`config.mk`:
```
export PLATFORM = sky130hd
export DESIGN_NAME = isrd_top
export DESIGN_NICKNAME = d
export VERILOG_FILES = /design/src/rtl/isrd_top.v /design/src/rtl/isrd_sync.v
export VERILOG_INCLUDE_DIRS = /design/src /design/src/shared
export SDC_FILE = /design/constraint.sdc
export NUM_CORES = 1
export LEC_CHECK = 0
export BUFFER_PORTS_ARGS = -buffer_cell sky130_fd_sc_hd__buf_2
export CORE_MARGIN = 5
export CORE_UTILIZATION = 49
export CTS_CLUSTER_SIZE = 8
export DETAILED_ROUTE_END_ITERATION = 12
export PLACE_DENSITY = 0.79
export SKIP_LAST_GASP = 1
export SLEW_MARGIN = 15
export SYNTH_ARGS = -nofsm -noshare
export SYNTH_HDL_FRONTEND = slang
export SYNTH_SLANG_ARGS = --single-unit
export TNS_END_PERCENT = 50
```
`constraint.sdc`:
```
create_clock -name sys_clk_i -period 5.9 [get_ports sys_clk_i]
set_clock_uncertainty 0.05 [all_clocks]
set_input_delay 0.295 -clock sys_clk_i [delete_from_list [all_inputs] [get_ports sys_clk_i]]
set_output_delay 0.295 -clock sys_clk_i [all_outputs]
set_load 0.02 [all_outputs]
```
`src/shared/isrd_map.vh`:
```
`ifndef ISRD_MAP_VH
`define ISRD_MAP_VH

// wishbone register byte offsets
`define ISRD_CTRL_OFF        8'h00
`define ISRD_STAT_OFF        8'h04

// control register fields and reset value
`define ISRD_CTRL_DMA_EN     0
`define ISRD_CTRL_DUAL_EN    1
`define ISRD_CTRL_IRQ_EN     2
`define ISRD_CTRL_RST        3'h7

// status register field positions
`define ISRD_ST_BASE_LO      0
`define ISRD_ST_BASE_HI      4
`define ISRD_ST_DMA1_OK      5
`define ISRD_ST_DMA2_OK      6
`define ISRD_ST_DMA1_CH_LO   7
`define ISRD_ST_DMA1_CH_HI   9
`define ISRD_ST_DMA2_CH_LO   10
`define ISRD_ST_DMA2_CH_HI   12
`define ISRD_ST_IRQ_OK       13
`define ISRD_ST_IRQ_LO       14
`define ISRD_ST_IRQ_HI       24
`define ISRD_ST_BASE_LOW     25
`define ISRD_ST_IRQ_BAD      26
`define ISRD_ST_PATH         27

// factory strap values: base 0x220, dma 6 and 7, irq level 10
`define ISRD_DEF_BASE        5'h11
`define ISRD_DEF_DMA1        3'h2
`define ISRD_DEF_DMA2        3'h4
`define ISRD_DEF_IRQ         11'h040

// irq lines 6 and 14 belong to the disk controllers
`define ISRD_IRQ_BAD_MASK    11'h208

// address split: compared bits and in-window offset
`define ISRD_BASE_MSB        9
`define ISRD_BASE_LSB        5
`define ISRD_OFF_MSB         4

`define ISRD_SYNC_W          44

`endif

```
`src/rtl/isrd_top.v`:
```
`timescale 1ns/1ps
`include "isrd_map.vh"

// What this block does
// - claim only when A9..A5 match switches
// - switch on OFF side reads as one
// - window spans 32 bytes at base
// - factory straps: 0x220, dma 6/7, irq 10
// - dma only on channels 5, 6, 7
// - request and acknowledge on same channel
// - two dma paths, dual mode by software
// - works with dma 2 or both disabled
// - drive one of eleven irq lines
// - irq line driven through tristate
// - irq only with exactly one selection
module isrd_top (
  input  wire        sys_clk_i,
  input  wire        rstn_i,
  input  wire        wb_cyc_i,
  input  wire        wb_stb_i,
  input  wire        wb_we_i,
  input  wire [7:0]  wb_adr_i,
  input  wire [3:0]  wb_sel_i,
  input  wire [31:0] wb_dat_i,
  output reg  [31:0] wb_dat_o,
  output reg         wb_ack_o,
  input  wire [9:0]  host_addr_i,
  input  wire        host_aen_i,
  input  wire        host_ior_n_i,
  input  wire        host_iow_n_i,
  input  wire [2:0]  host_dack_n_i,
  output reg  [2:0]  host_drq_o,
  output reg  [10:0] host_irq_o,
  output reg  [10:0] host_irq_oe_n_o,
  input  wire [4:0]  base_sw_off_i,
  input  wire [2:0]  dma1_rq_jmp_i,
  input  wire [2:0]  dma1_ack_jmp_i,
  input  wire [2:0]  dma2_rq_jmp_i,
  input  wire [2:0]  dma2_ack_jmp_i,
  input  wire [10:0] irq_jmp_i,
  input  wire        acq_dreq_i,
  input  wire        acq_irq_req_i,
  output reg         acq_dack_o,
  output reg         acq_dack_path_o,
  output reg         io_claim_o,
  output reg         io_rd_o,
  output reg  [4:0]  io_offset_o
);

  // exactly-one test, shared by dma and irq strap checks
  function onehot;
    input [10:0] v;
    integer      i;
    reg   [3:0]  n;
    begin
      n = 4'h0;
      for (i = 0; i < 11; i = i + 1)
        n = n + {3'h0, v[i]};
      onehot = (n == 4'h1);
    end
  endfunction

  wire [43:0] raw_in;
  wire [43:0] raw_rst;
  wire [43:0] syn;

  // field order here fixes the syn slices taken below
  assign raw_in = {
    host_addr_i,
    host_aen_i,
    host_ior_n_i,
    host_iow_n_i,
    host_dack_n_i,
    base_sw_off_i,
    dma1_rq_jmp_i,
    dma1_ack_jmp_i,
    dma2_rq_jmp_i,
    dma2_ack_jmp_i,
    irq_jmp_i
  };
  // reset values keep the decoder quiet: aen and strobes high, no dma
  // acknowledge, straps at the factory setup
  assign raw_rst = {
    10'h000,
    1'b1,
    1'b1,
    1'b1,
    3'h7,
    `ISRD_DEF_BASE,
    `ISRD_DEF_DMA1,
    `ISRD_DEF_DMA1,
    `ISRD_DEF_DMA2,
    `ISRD_DEF_DMA2,
    `ISRD_DEF_IRQ
  };

  // every host pin and strap passes two flops before use; acq and wishbone inputs do not
  isrd_sync #(
    .W (`ISRD_SYNC_W)
  ) u_sync (
    .sys_clk_i (sys_clk_i),
    .rstn_i    (rstn_i),
    .async_i   (raw_in),
    .rst_val_i (raw_rst),
    .sync_o    (syn)
  );

  wire [9:0]  s_addr;
  wire        s_aen;
  wire        s_ior_n;
  wire        s_iow_n;
  wire [2:0]  s_dack_n;
  wire [4:0]  s_base;
  wire [2:0]  s_d1r;
  wire [2:0]  s_d1a;
  wire [2:0]  s_d2r;
  wire [2:0]  s_d2a;
  wire [10:0] s_irq;

  assign s_addr   = syn[43:34];
  assign s_aen    = syn[33];
  assign s_ior_n  = syn[32];
  assign s_iow_n  = syn[31];
  assign s_dack_n = syn[30:28];
  assign s_base   = syn[27:23];
  assign s_d1r    = syn[22:20];
  assign s_d1a    = syn[19:17];
  assign s_d2r    = syn[16:14];
  assign s_d2a    = syn[13:11];
  assign s_irq    = syn[10:0];

  // strap copies; reset holds the factory setup until the pins are seen
  // a strap change needs three edges to reach the decoders
  reg [4:0]  base_cfg;
  reg [2:0]  d1r_cfg;
  reg [2:0]  d1a_cfg;
  reg [2:0]  d2r_cfg;
  reg [2:0]  d2a_cfg;
  reg [10:0] irq_cfg;

  always @(posedge sys_clk_i)
  begin
    if (!rstn_i)
    begin
      base_cfg <= `ISRD_DEF_BASE;
      d1r_cfg  <= `ISRD_DEF_DMA1;
      d1a_cfg  <= `ISRD_DEF_DMA1;
      d2r_cfg  <= `ISRD_DEF_DMA2;
      d2a_cfg  <= `ISRD_DEF_DMA2;
      irq_cfg  <= `ISRD_DEF_IRQ;
    end
    else
    begin
      // OFF side of a switch is already a one on its pin
      base_cfg <= s_base;
      d1r_cfg  <= s_d1r;
      d1a_cfg  <= s_d1a;
      d2r_cfg  <= s_d2r;
      d2a_cfg  <= s_d2a;
      irq_cfg  <= s_irq;
    end
  end

  // control register
  reg [2:0] ctrl;
  wire      dma_en;
  wire      dual_en;
  wire      irq_en;

  assign dma_en  = ctrl[`ISRD_CTRL_DMA_EN];
  assign dual_en = ctrl[`ISRD_CTRL_DUAL_EN];
  assign irq_en  = ctrl[`ISRD_CTRL_IRQ_EN];

  // a path is usable only with one channel among 5..7 and the same
  // channel on both jumper columns; anything else disables it
  wire d1_ok;
  wire d2_ok;

  assign d1_ok = onehot({8'h00, d1r_cfg}) && (d1r_cfg == d1a_cfg);
  assign d2_ok = onehot({8'h00, d2r_cfg}) && (d2r_cfg == d2a_cfg);

  // dual mode alternates paths on each finished acknowledge
  // one toggle is all the state that two paths need
  reg  alt_path;
  reg  ack_seen;
  wire cur_path;
  wire cur_ok;
  wire [2:0] cur_ch;
  wire ack_now;

  assign cur_path = (dual_en && d1_ok && d2_ok) ? alt_path :
                    (d1_ok ? 1'b0 : 1'b1);
  assign cur_ok   = cur_path ? d2_ok : d1_ok;
  assign cur_ch   = cur_path ? d2r_cfg : d1r_cfg;
  // acknowledge is watched only on the channel that carries the request
  assign ack_now  = cur_ok && |(~s_dack_n & cur_ch);

  wire [2:0] next_drq;

  assign next_drq = (dma_en && cur_ok && acq_dreq_i) ? cur_ch :
                    3'h0;

  always @(posedge sys_clk_i)
  begin
    if (!rstn_i)
    begin
      host_drq_o      <= 3'h0;
      acq_dack_o      <= 1'b0;
      acq_dack_path_o <= 1'b0;
      alt_path        <= 1'b0;
      ack_seen        <= 1'b0;
    end
    else
    begin
      host_drq_o      <= next_drq;
      acq_dack_o      <= ack_now && dma_en;
      acq_dack_path_o <= cur_path;
      ack_seen        <= ack_now;
      // switch paths only once the cycle on the old one has ended
      if (ack_seen && !ack_now && dual_en && d1_ok && d2_ok)
        alt_path <= ~alt_path;
      else if (!(d1_ok && d2_ok))
        alt_path <= 1'b0;
    end
  end

  // io window decode
  wire base_hit;
  wire strobe;

  assign base_hit =
    (s_addr[`ISRD_BASE_MSB:`ISRD_BASE_LSB] == base_cfg);
  // dma cycles drive aen high, so they never claim the window
  assign strobe   = !s_aen && (!s_ior_n || !s_iow_n);

  always @(posedge sys_clk_i)
  begin
    if (!rstn_i)
    begin
      io_claim_o  <= 1'b0;
      io_rd_o     <= 1'b0;
      io_offset_o <= 5'h00;
    end
    else
    begin
      io_claim_o  <= base_hit && strobe;
      io_rd_o     <= base_hit && !s_aen && !s_ior_n;
      // offset follows the pins every cycle; qualify it with the claim
      io_offset_o <= s_addr[`ISRD_OFF_MSB:0];
    end
  end

  // interrupt line: enabled only when a single jumper is fitted
  wire irq_ok;

  assign irq_ok = onehot(irq_cfg);

  always @(posedge sys_clk_i)
  begin
    if (!rstn_i)
    begin
      host_irq_o      <= 11'h000;
      host_irq_oe_n_o <= 11'h7ff;
    end
    else
    begin
      // level goes to every jumpered bit; only the enable picks the line
      host_irq_o <= irq_cfg & {11{acq_irq_req_i}};
      // enable low drives the line; all others float for sharing
      if (irq_ok && irq_en)
        host_irq_oe_n_o <= ~irq_cfg;
      else
        host_irq_oe_n_o <= 11'h7ff;
    end
  end

  // configuration warnings the host should not cause; reported only
  wire base_low;
  wire irq_bad;

  assign base_low = (base_cfg[4:3] == 2'h0);
  assign irq_bad  = |(irq_cfg & `ISRD_IRQ_BAD_MASK);

  // the only writable offset; status and unused offsets drop writes
  function ctrl_sel;
    input [7:0] adr;
    begin
      ctrl_sel = (adr == `ISRD_CTRL_OFF);
    end
  endfunction

  // wishbone classic slave, ack one cycle after the request
  wire        wb_req;
  reg  [31:0] next_rd;

  assign wb_req = wb_cyc_i && wb_stb_i && !wb_ack_o;

  always @*
  begin
    next_rd = 32'h0000_0000;
    case (wb_adr_i)
      `ISRD_CTRL_OFF:
        next_rd[2:0] = ctrl;
      `ISRD_STAT_OFF:
      begin
        next_rd[`ISRD_ST_BASE_HI:`ISRD_ST_BASE_LO]     = base_cfg;
        next_rd[`ISRD_ST_DMA1_OK]                      = d1_ok;
        next_rd[`ISRD_ST_DMA2_OK]                      = d2_ok;
        next_rd[`ISRD_ST_DMA1_CH_HI:`ISRD_ST_DMA1_CH_LO] = d1r_cfg;
        next_rd[`ISRD_ST_DMA2_CH_HI:`ISRD_ST_DMA2_CH_LO] = d2r_cfg;
        next_rd[`ISRD_ST_IRQ_OK]                       = irq_ok;
        next_rd[`ISRD_ST_IRQ_HI:`ISRD_ST_IRQ_LO]       = irq_cfg;
        next_rd[`ISRD_ST_BASE_LOW]                     = base_low;
        next_rd[`ISRD_ST_IRQ_BAD]                      = irq_bad;
        next_rd[`ISRD_ST_PATH]                         = cur_path;
      end
      default:
        next_rd = 32'h0000_0000;
    endcase
  end

  always @(posedge sys_clk_i)
  begin
    if (!rstn_i)
    begin
      ctrl     <= `ISRD_CTRL_RST;
      wb_ack_o <= 1'b0;
      wb_dat_o <= 32'h0000_0000;
    end
    else
    begin
      wb_ack_o <= wb_req;
      // zero outside an ack keeps an or-combined read bus clean
      wb_dat_o <= wb_req ? next_rd : 32'h0000_0000;
      if (wb_req && wb_we_i && wb_sel_i[0] &&
          ctrl_sel(wb_adr_i))
        ctrl <= wb_dat_i[2:0];
    end
  end

endmodule // isrd_top

```
`src/rtl/isrd_sync.v`:
```
`timescale 1ns/1ps

module isrd_sync #(
  parameter W = 1
) (
  input  wire         sys_clk_i,
  input  wire         rstn_i,
  input  wire [W-1:0] async_i,
  input  wire [W-1:0] rst_val_i,
  output wire [W-1:0] sync_o
);

  genvar g;

  generate
    for (g = 0; g < W; g = g + 1)
    begin : g_bit
      reg meta;
      reg stable;
      // reset value matters at every reset, until two edges after it; synchronous reset so a
      // port value is legal here
      always @(posedge sys_clk_i)
      begin
        if (!rstn_i)
        begin
          meta   <= rst_val_i[g];
          stable <= rst_val_i[g];
        end
        else
        begin
          meta   <= async_i[g];
          stable <= meta;
        end
      end
      assign sync_o[g] = stable;
    end
  endgenerate

endmodule // isrd_sync

```
==> summary.md <==
| Metric | Value |
|---|---|
| RSZ-0062 raised after global routing | false |
| CTS buffer count | 17 |
| H-tree depth | 4 |
| Flop-to-flop setup slack | 2.24 ns |
| Diode count | 0 |
| Total grt overflow | 0 |
| Critical Path Sink Type | flip-flop |
| Sequential area share after synthesis | 65.89% |
| Largest net degree at the start of global routing | 138 |
| Placed cell count | 735 |
| Worst-margin pin slew | 0.9860 ns |
| Pwr Total | 2.509 mW |
| Sw Share | 22.34% |
| NumNets Final | 723 |
| Power Density | 360.6 nW/µm² |
| R2R Path Start | irq_cfg[0]$_SDFF_PN0_ |
| First-pass GRT wire length | 15.84 mm |
| Commonest non-fill, non-tap cells in the layout | dfxtp_1, buf_2, and2_1 |
| Max-cap check violation count | 0 |
| Logic gate share of total power | 5.3% |
| Ys async rst share | 0% |
| Final Critical Period | 3.663 ns |
| Final setup fails | 0 |
| Switching pwr | 0.5605 mW |
| Final Hold Fails | 0 |
| Total core area | 11,320 µm² |
| VDD IR max | 0.1852 mV |
| Vias in the first global route | 3,472 |
| Slew headroom | 34.27% |
| CTS tree | yes |
| Post-CTS sizing | 0 |
| Crit path max fanout | 11 |
| Worst skew pair latency | 0.42 ns |
| Commonest non-fill, non-tap cell in the layout | dfxtp_1 |
| Area growth syn-to-layout | 24.46% |
| Final Max Tran Viols | 0 |
| GRT Resource Usage Total | 15.27% |
| Clk pwr share | 43.1% |
| Depth of the worst register-to-register path | 12 |
| Max Freq | 273.0 MHz |
| Ys Warns | 0 |
| Number of distinct library cells after synthesis | 36 |
| Most used DFF post-synth | dfxtp_1 |
| Final period utilization | 62.09% |
| Hold path startpoint | host_dack_n_i[0] |
| Number of top-level pins | 162 |
| LEAKAGE | 3.212 nW |
| Final non-filler cell total | 774 |
| Gpl congestion | 0.8774 |
| Mean post-synth cell area | 11.46 µm² |
| CTS root buf | clkbuf_16 |
| DIE AREA | 13,640 µm² |
| Via count | 3,475 |
| Register area | 3684 µm² |
| Clk sink count | 184 |
| Vias/cell | 4.490 |
| Total internal power | 1.949 mW |
| Post-synthesis instance total | 488 |
| Area after DPL | 6311 µm² |
| Die W | 116.8 µm |
| HPWL Detailed | 7.055 mm |
| DRT iter0 DRCs | 157 |
| Worst hold path class | in -> reg |
| Register bit count reported by yosys | 184 |
| Multi-input gate area | 1745 µm² |
| # rows | 39 |
| Hold EP | u_sync.g_bit[28].meta$_SDFF_PN1_ |
| Proportion of layout cells with a drive suffix above 1 | 25.83% |
| Fillers | 900 |
| Starting Density | 49.38% |
| Critical Setup Path Class | reg -> reg |
| Total wire length | 10.11 mm |
| Part of the power in registers | 51.6% |
| Final TNS setup | 0 ns |
| Worst Hold Depth | 2 |
| Netlist Area Pre-Place | 5590 µm² |
| Req. time, crit path | 6.15 ns |
| CP arrival | 3.91 ns |
| Initial antenna violation count | 0 |
| Final core occ | 61.46% |
| Status | complete, no violations |
| Die Ht | 116.8 µm |
| Detailed-router iteration count before antenna repair | 4 |
| Clock tree buffer depth | 2 |
| EDFF count, synth | 0 |
| DRC Markers | 0 |
| Post-route ant nets | 0 |
| CTS clk-pin slew, worst paths | 0.07 ns |
| Worst flop-to-flop path endpoint | host_irq_oe_n_o[3]$_SDFF_PN1_ |
| Startpoint Class | flip-flop |
| PortBufs | 125 |
| Per-cell routed wire length | 13.06 µm |
| Finished Cell Area | 6958 µm² |
registers in the layout, summed over array words and instances, names as in the netlist:
signal	count
base_cfg	5
alt_path	1
acq_dack_path_o	1
d1r_cfg	3
wb_dat_o	28
d2a_cfg	3
wb_ack_o	1
irq_cfg	11
io_rd_o	1
host_irq_o	11
ctrl	3
d1a_cfg	3
acq_dack_o	1
ack_seen	1
host_drq_o	3
io_claim_o	1
d2r_cfg	3
io_offset_o	5
u_sync.g_bit.stable	44
host_irq_oe_n_o	11
u_sync.g_bit.meta	44
how the worst max path moves through the flow:
| stage | start | to | cells past startpoint |
|---|---|---|---|
| CTS | irq_cfg[0]$_SDFF_PN0_ | host_irq_oe_n_o[3]$_SDFF_PN1_ | 10 |
| global placement | irq_cfg[1]$_SDFF_PN0_ | host_irq_oe_n_o[5]$_SDFF_PN1_ | 10 |
| finish | irq_cfg[0]$_SDFF_PN0_ | host_irq_oe_n_o[3]$_SDFF_PN1_ | 12 |
| global route | irq_cfg[1]$_SDFF_PN0_ | host_irq_oe_n_o[3]$_SDFF_PN1_ | 10 |
| detailed placement | irq_cfg[1]$_SDFF_PN0_ | host_irq_oe_n_o[3]$_SDFF_PN1_ | 10 |
| floorplan | irq_cfg[0]$_SDFF_PN0_ | host_irq_oe_n_o[0]$_SDFF_PN1_ | 10 |
cell usage after synthesis, drive strengths merged, types with 2 or more instances:
cell type    n  share of area [%]
a21oi        5               0.45
and2        88                9.8
and3        24                2.7
buf          4               0.54
clkbuf      22                1.5
dfxtp      184                 66
fa           9                3.2
inv         16                1.1
mux2i        6                1.1
nand2       24                1.6
nand2b      35                3.9
nand3        3               0.27
nand4        2               0.34
nor2        23                1.6
nor2b        2               0.22
nor3         5               0.45
nor4         5               0.83
o21ai        4               0.36
o31ai        3               0.49
or4          2               0.27
or4b         3               0.54
xnor2        7                1.1
xor2         4               0.63
power groups by stage:
stage               sequential (mW)  clock, mW  combinational, mW
floorplan                      1.33          0             0.0780
CTS                            1.30       1.10              0.134
global route                   1.30       1.16              0.150
global placement               1.32          0              0.124
finish                         1.30       1.08              0.133
detailed placement             1.32          0              0.129
through the flow:
stage	worst slack [ns]	hold slack (ns)
2_1_floorplan	2.369	0.3167
3_3_place_gp	2.425	0.3341
3_5_place_dp	2.307	0.3409
4_1_cts	2.261	0.002784
5_1_grt	2.119	0.006752
6_report	2.237	0.01587
what timing repair did:
action                    CTS  global route
hold buffers                7             0
hold endpoints to repair    7             0
setup buffers               0             0
final cells by class:
| class | count | area share (%) |
|---|---|---|
| Clock inverter | 13 | 1.924 |
| Timing Repair Buffer | 134 | 10.25 |
| Clock buffer | 19 | 6.366 |
| Multi-Input combinational cell | 265 | 25.09 |
| Tap cell | 143 | 2.571 |
| Inverter | 16 | 0.8632 |
| Sequential cell | 184 | 52.94 |
worst max-delay path, stage by stage (launching register included):
cell	delay, ns
dfxtp_1	0.36
fa_1	0.56
fa_1	0.55
inv_1	0.06
fa_1	0.49
fa_1	0.17
inv_1	0.06
fa_1	0.41
nor2b_1	0.20
a31oi_1	0.09
nor4_1	0.24
buf_4	0.22
nand2_1	0.08
cells by family (layout without fill, tap and decap cells):
group,count (synthesis),count (layout),synth area share (%)
flip-flops,184,184,65.89
AO/OA/AOI/OAI,14,14,1.567
XOR/XNOR,11,11,1.723
adder cells (fa/ha/maj),10,10,3.447
other,1,4,0.06708
buffers and inverters,42,182,3.089
multiplexers,6,6,1.074
AND/OR/NAND/NOR,220,220,23.14
metal layers:
layer | vias up | global-route usage (%) | routed length [µm] | part of all wire, %
met5 | - | 0 | 0 | 0
met4 | 0 | 7.645 | 223 | 2.2
met3 | 18 | 5.193 | 834 | 8.3
met2 | 134 | 24.95 | 4880 | 48
met1 | 1535 | 17.96 | 4170 | 41
li1 | 1788 | - | - | -
Power figures use the tool's default switching activity.
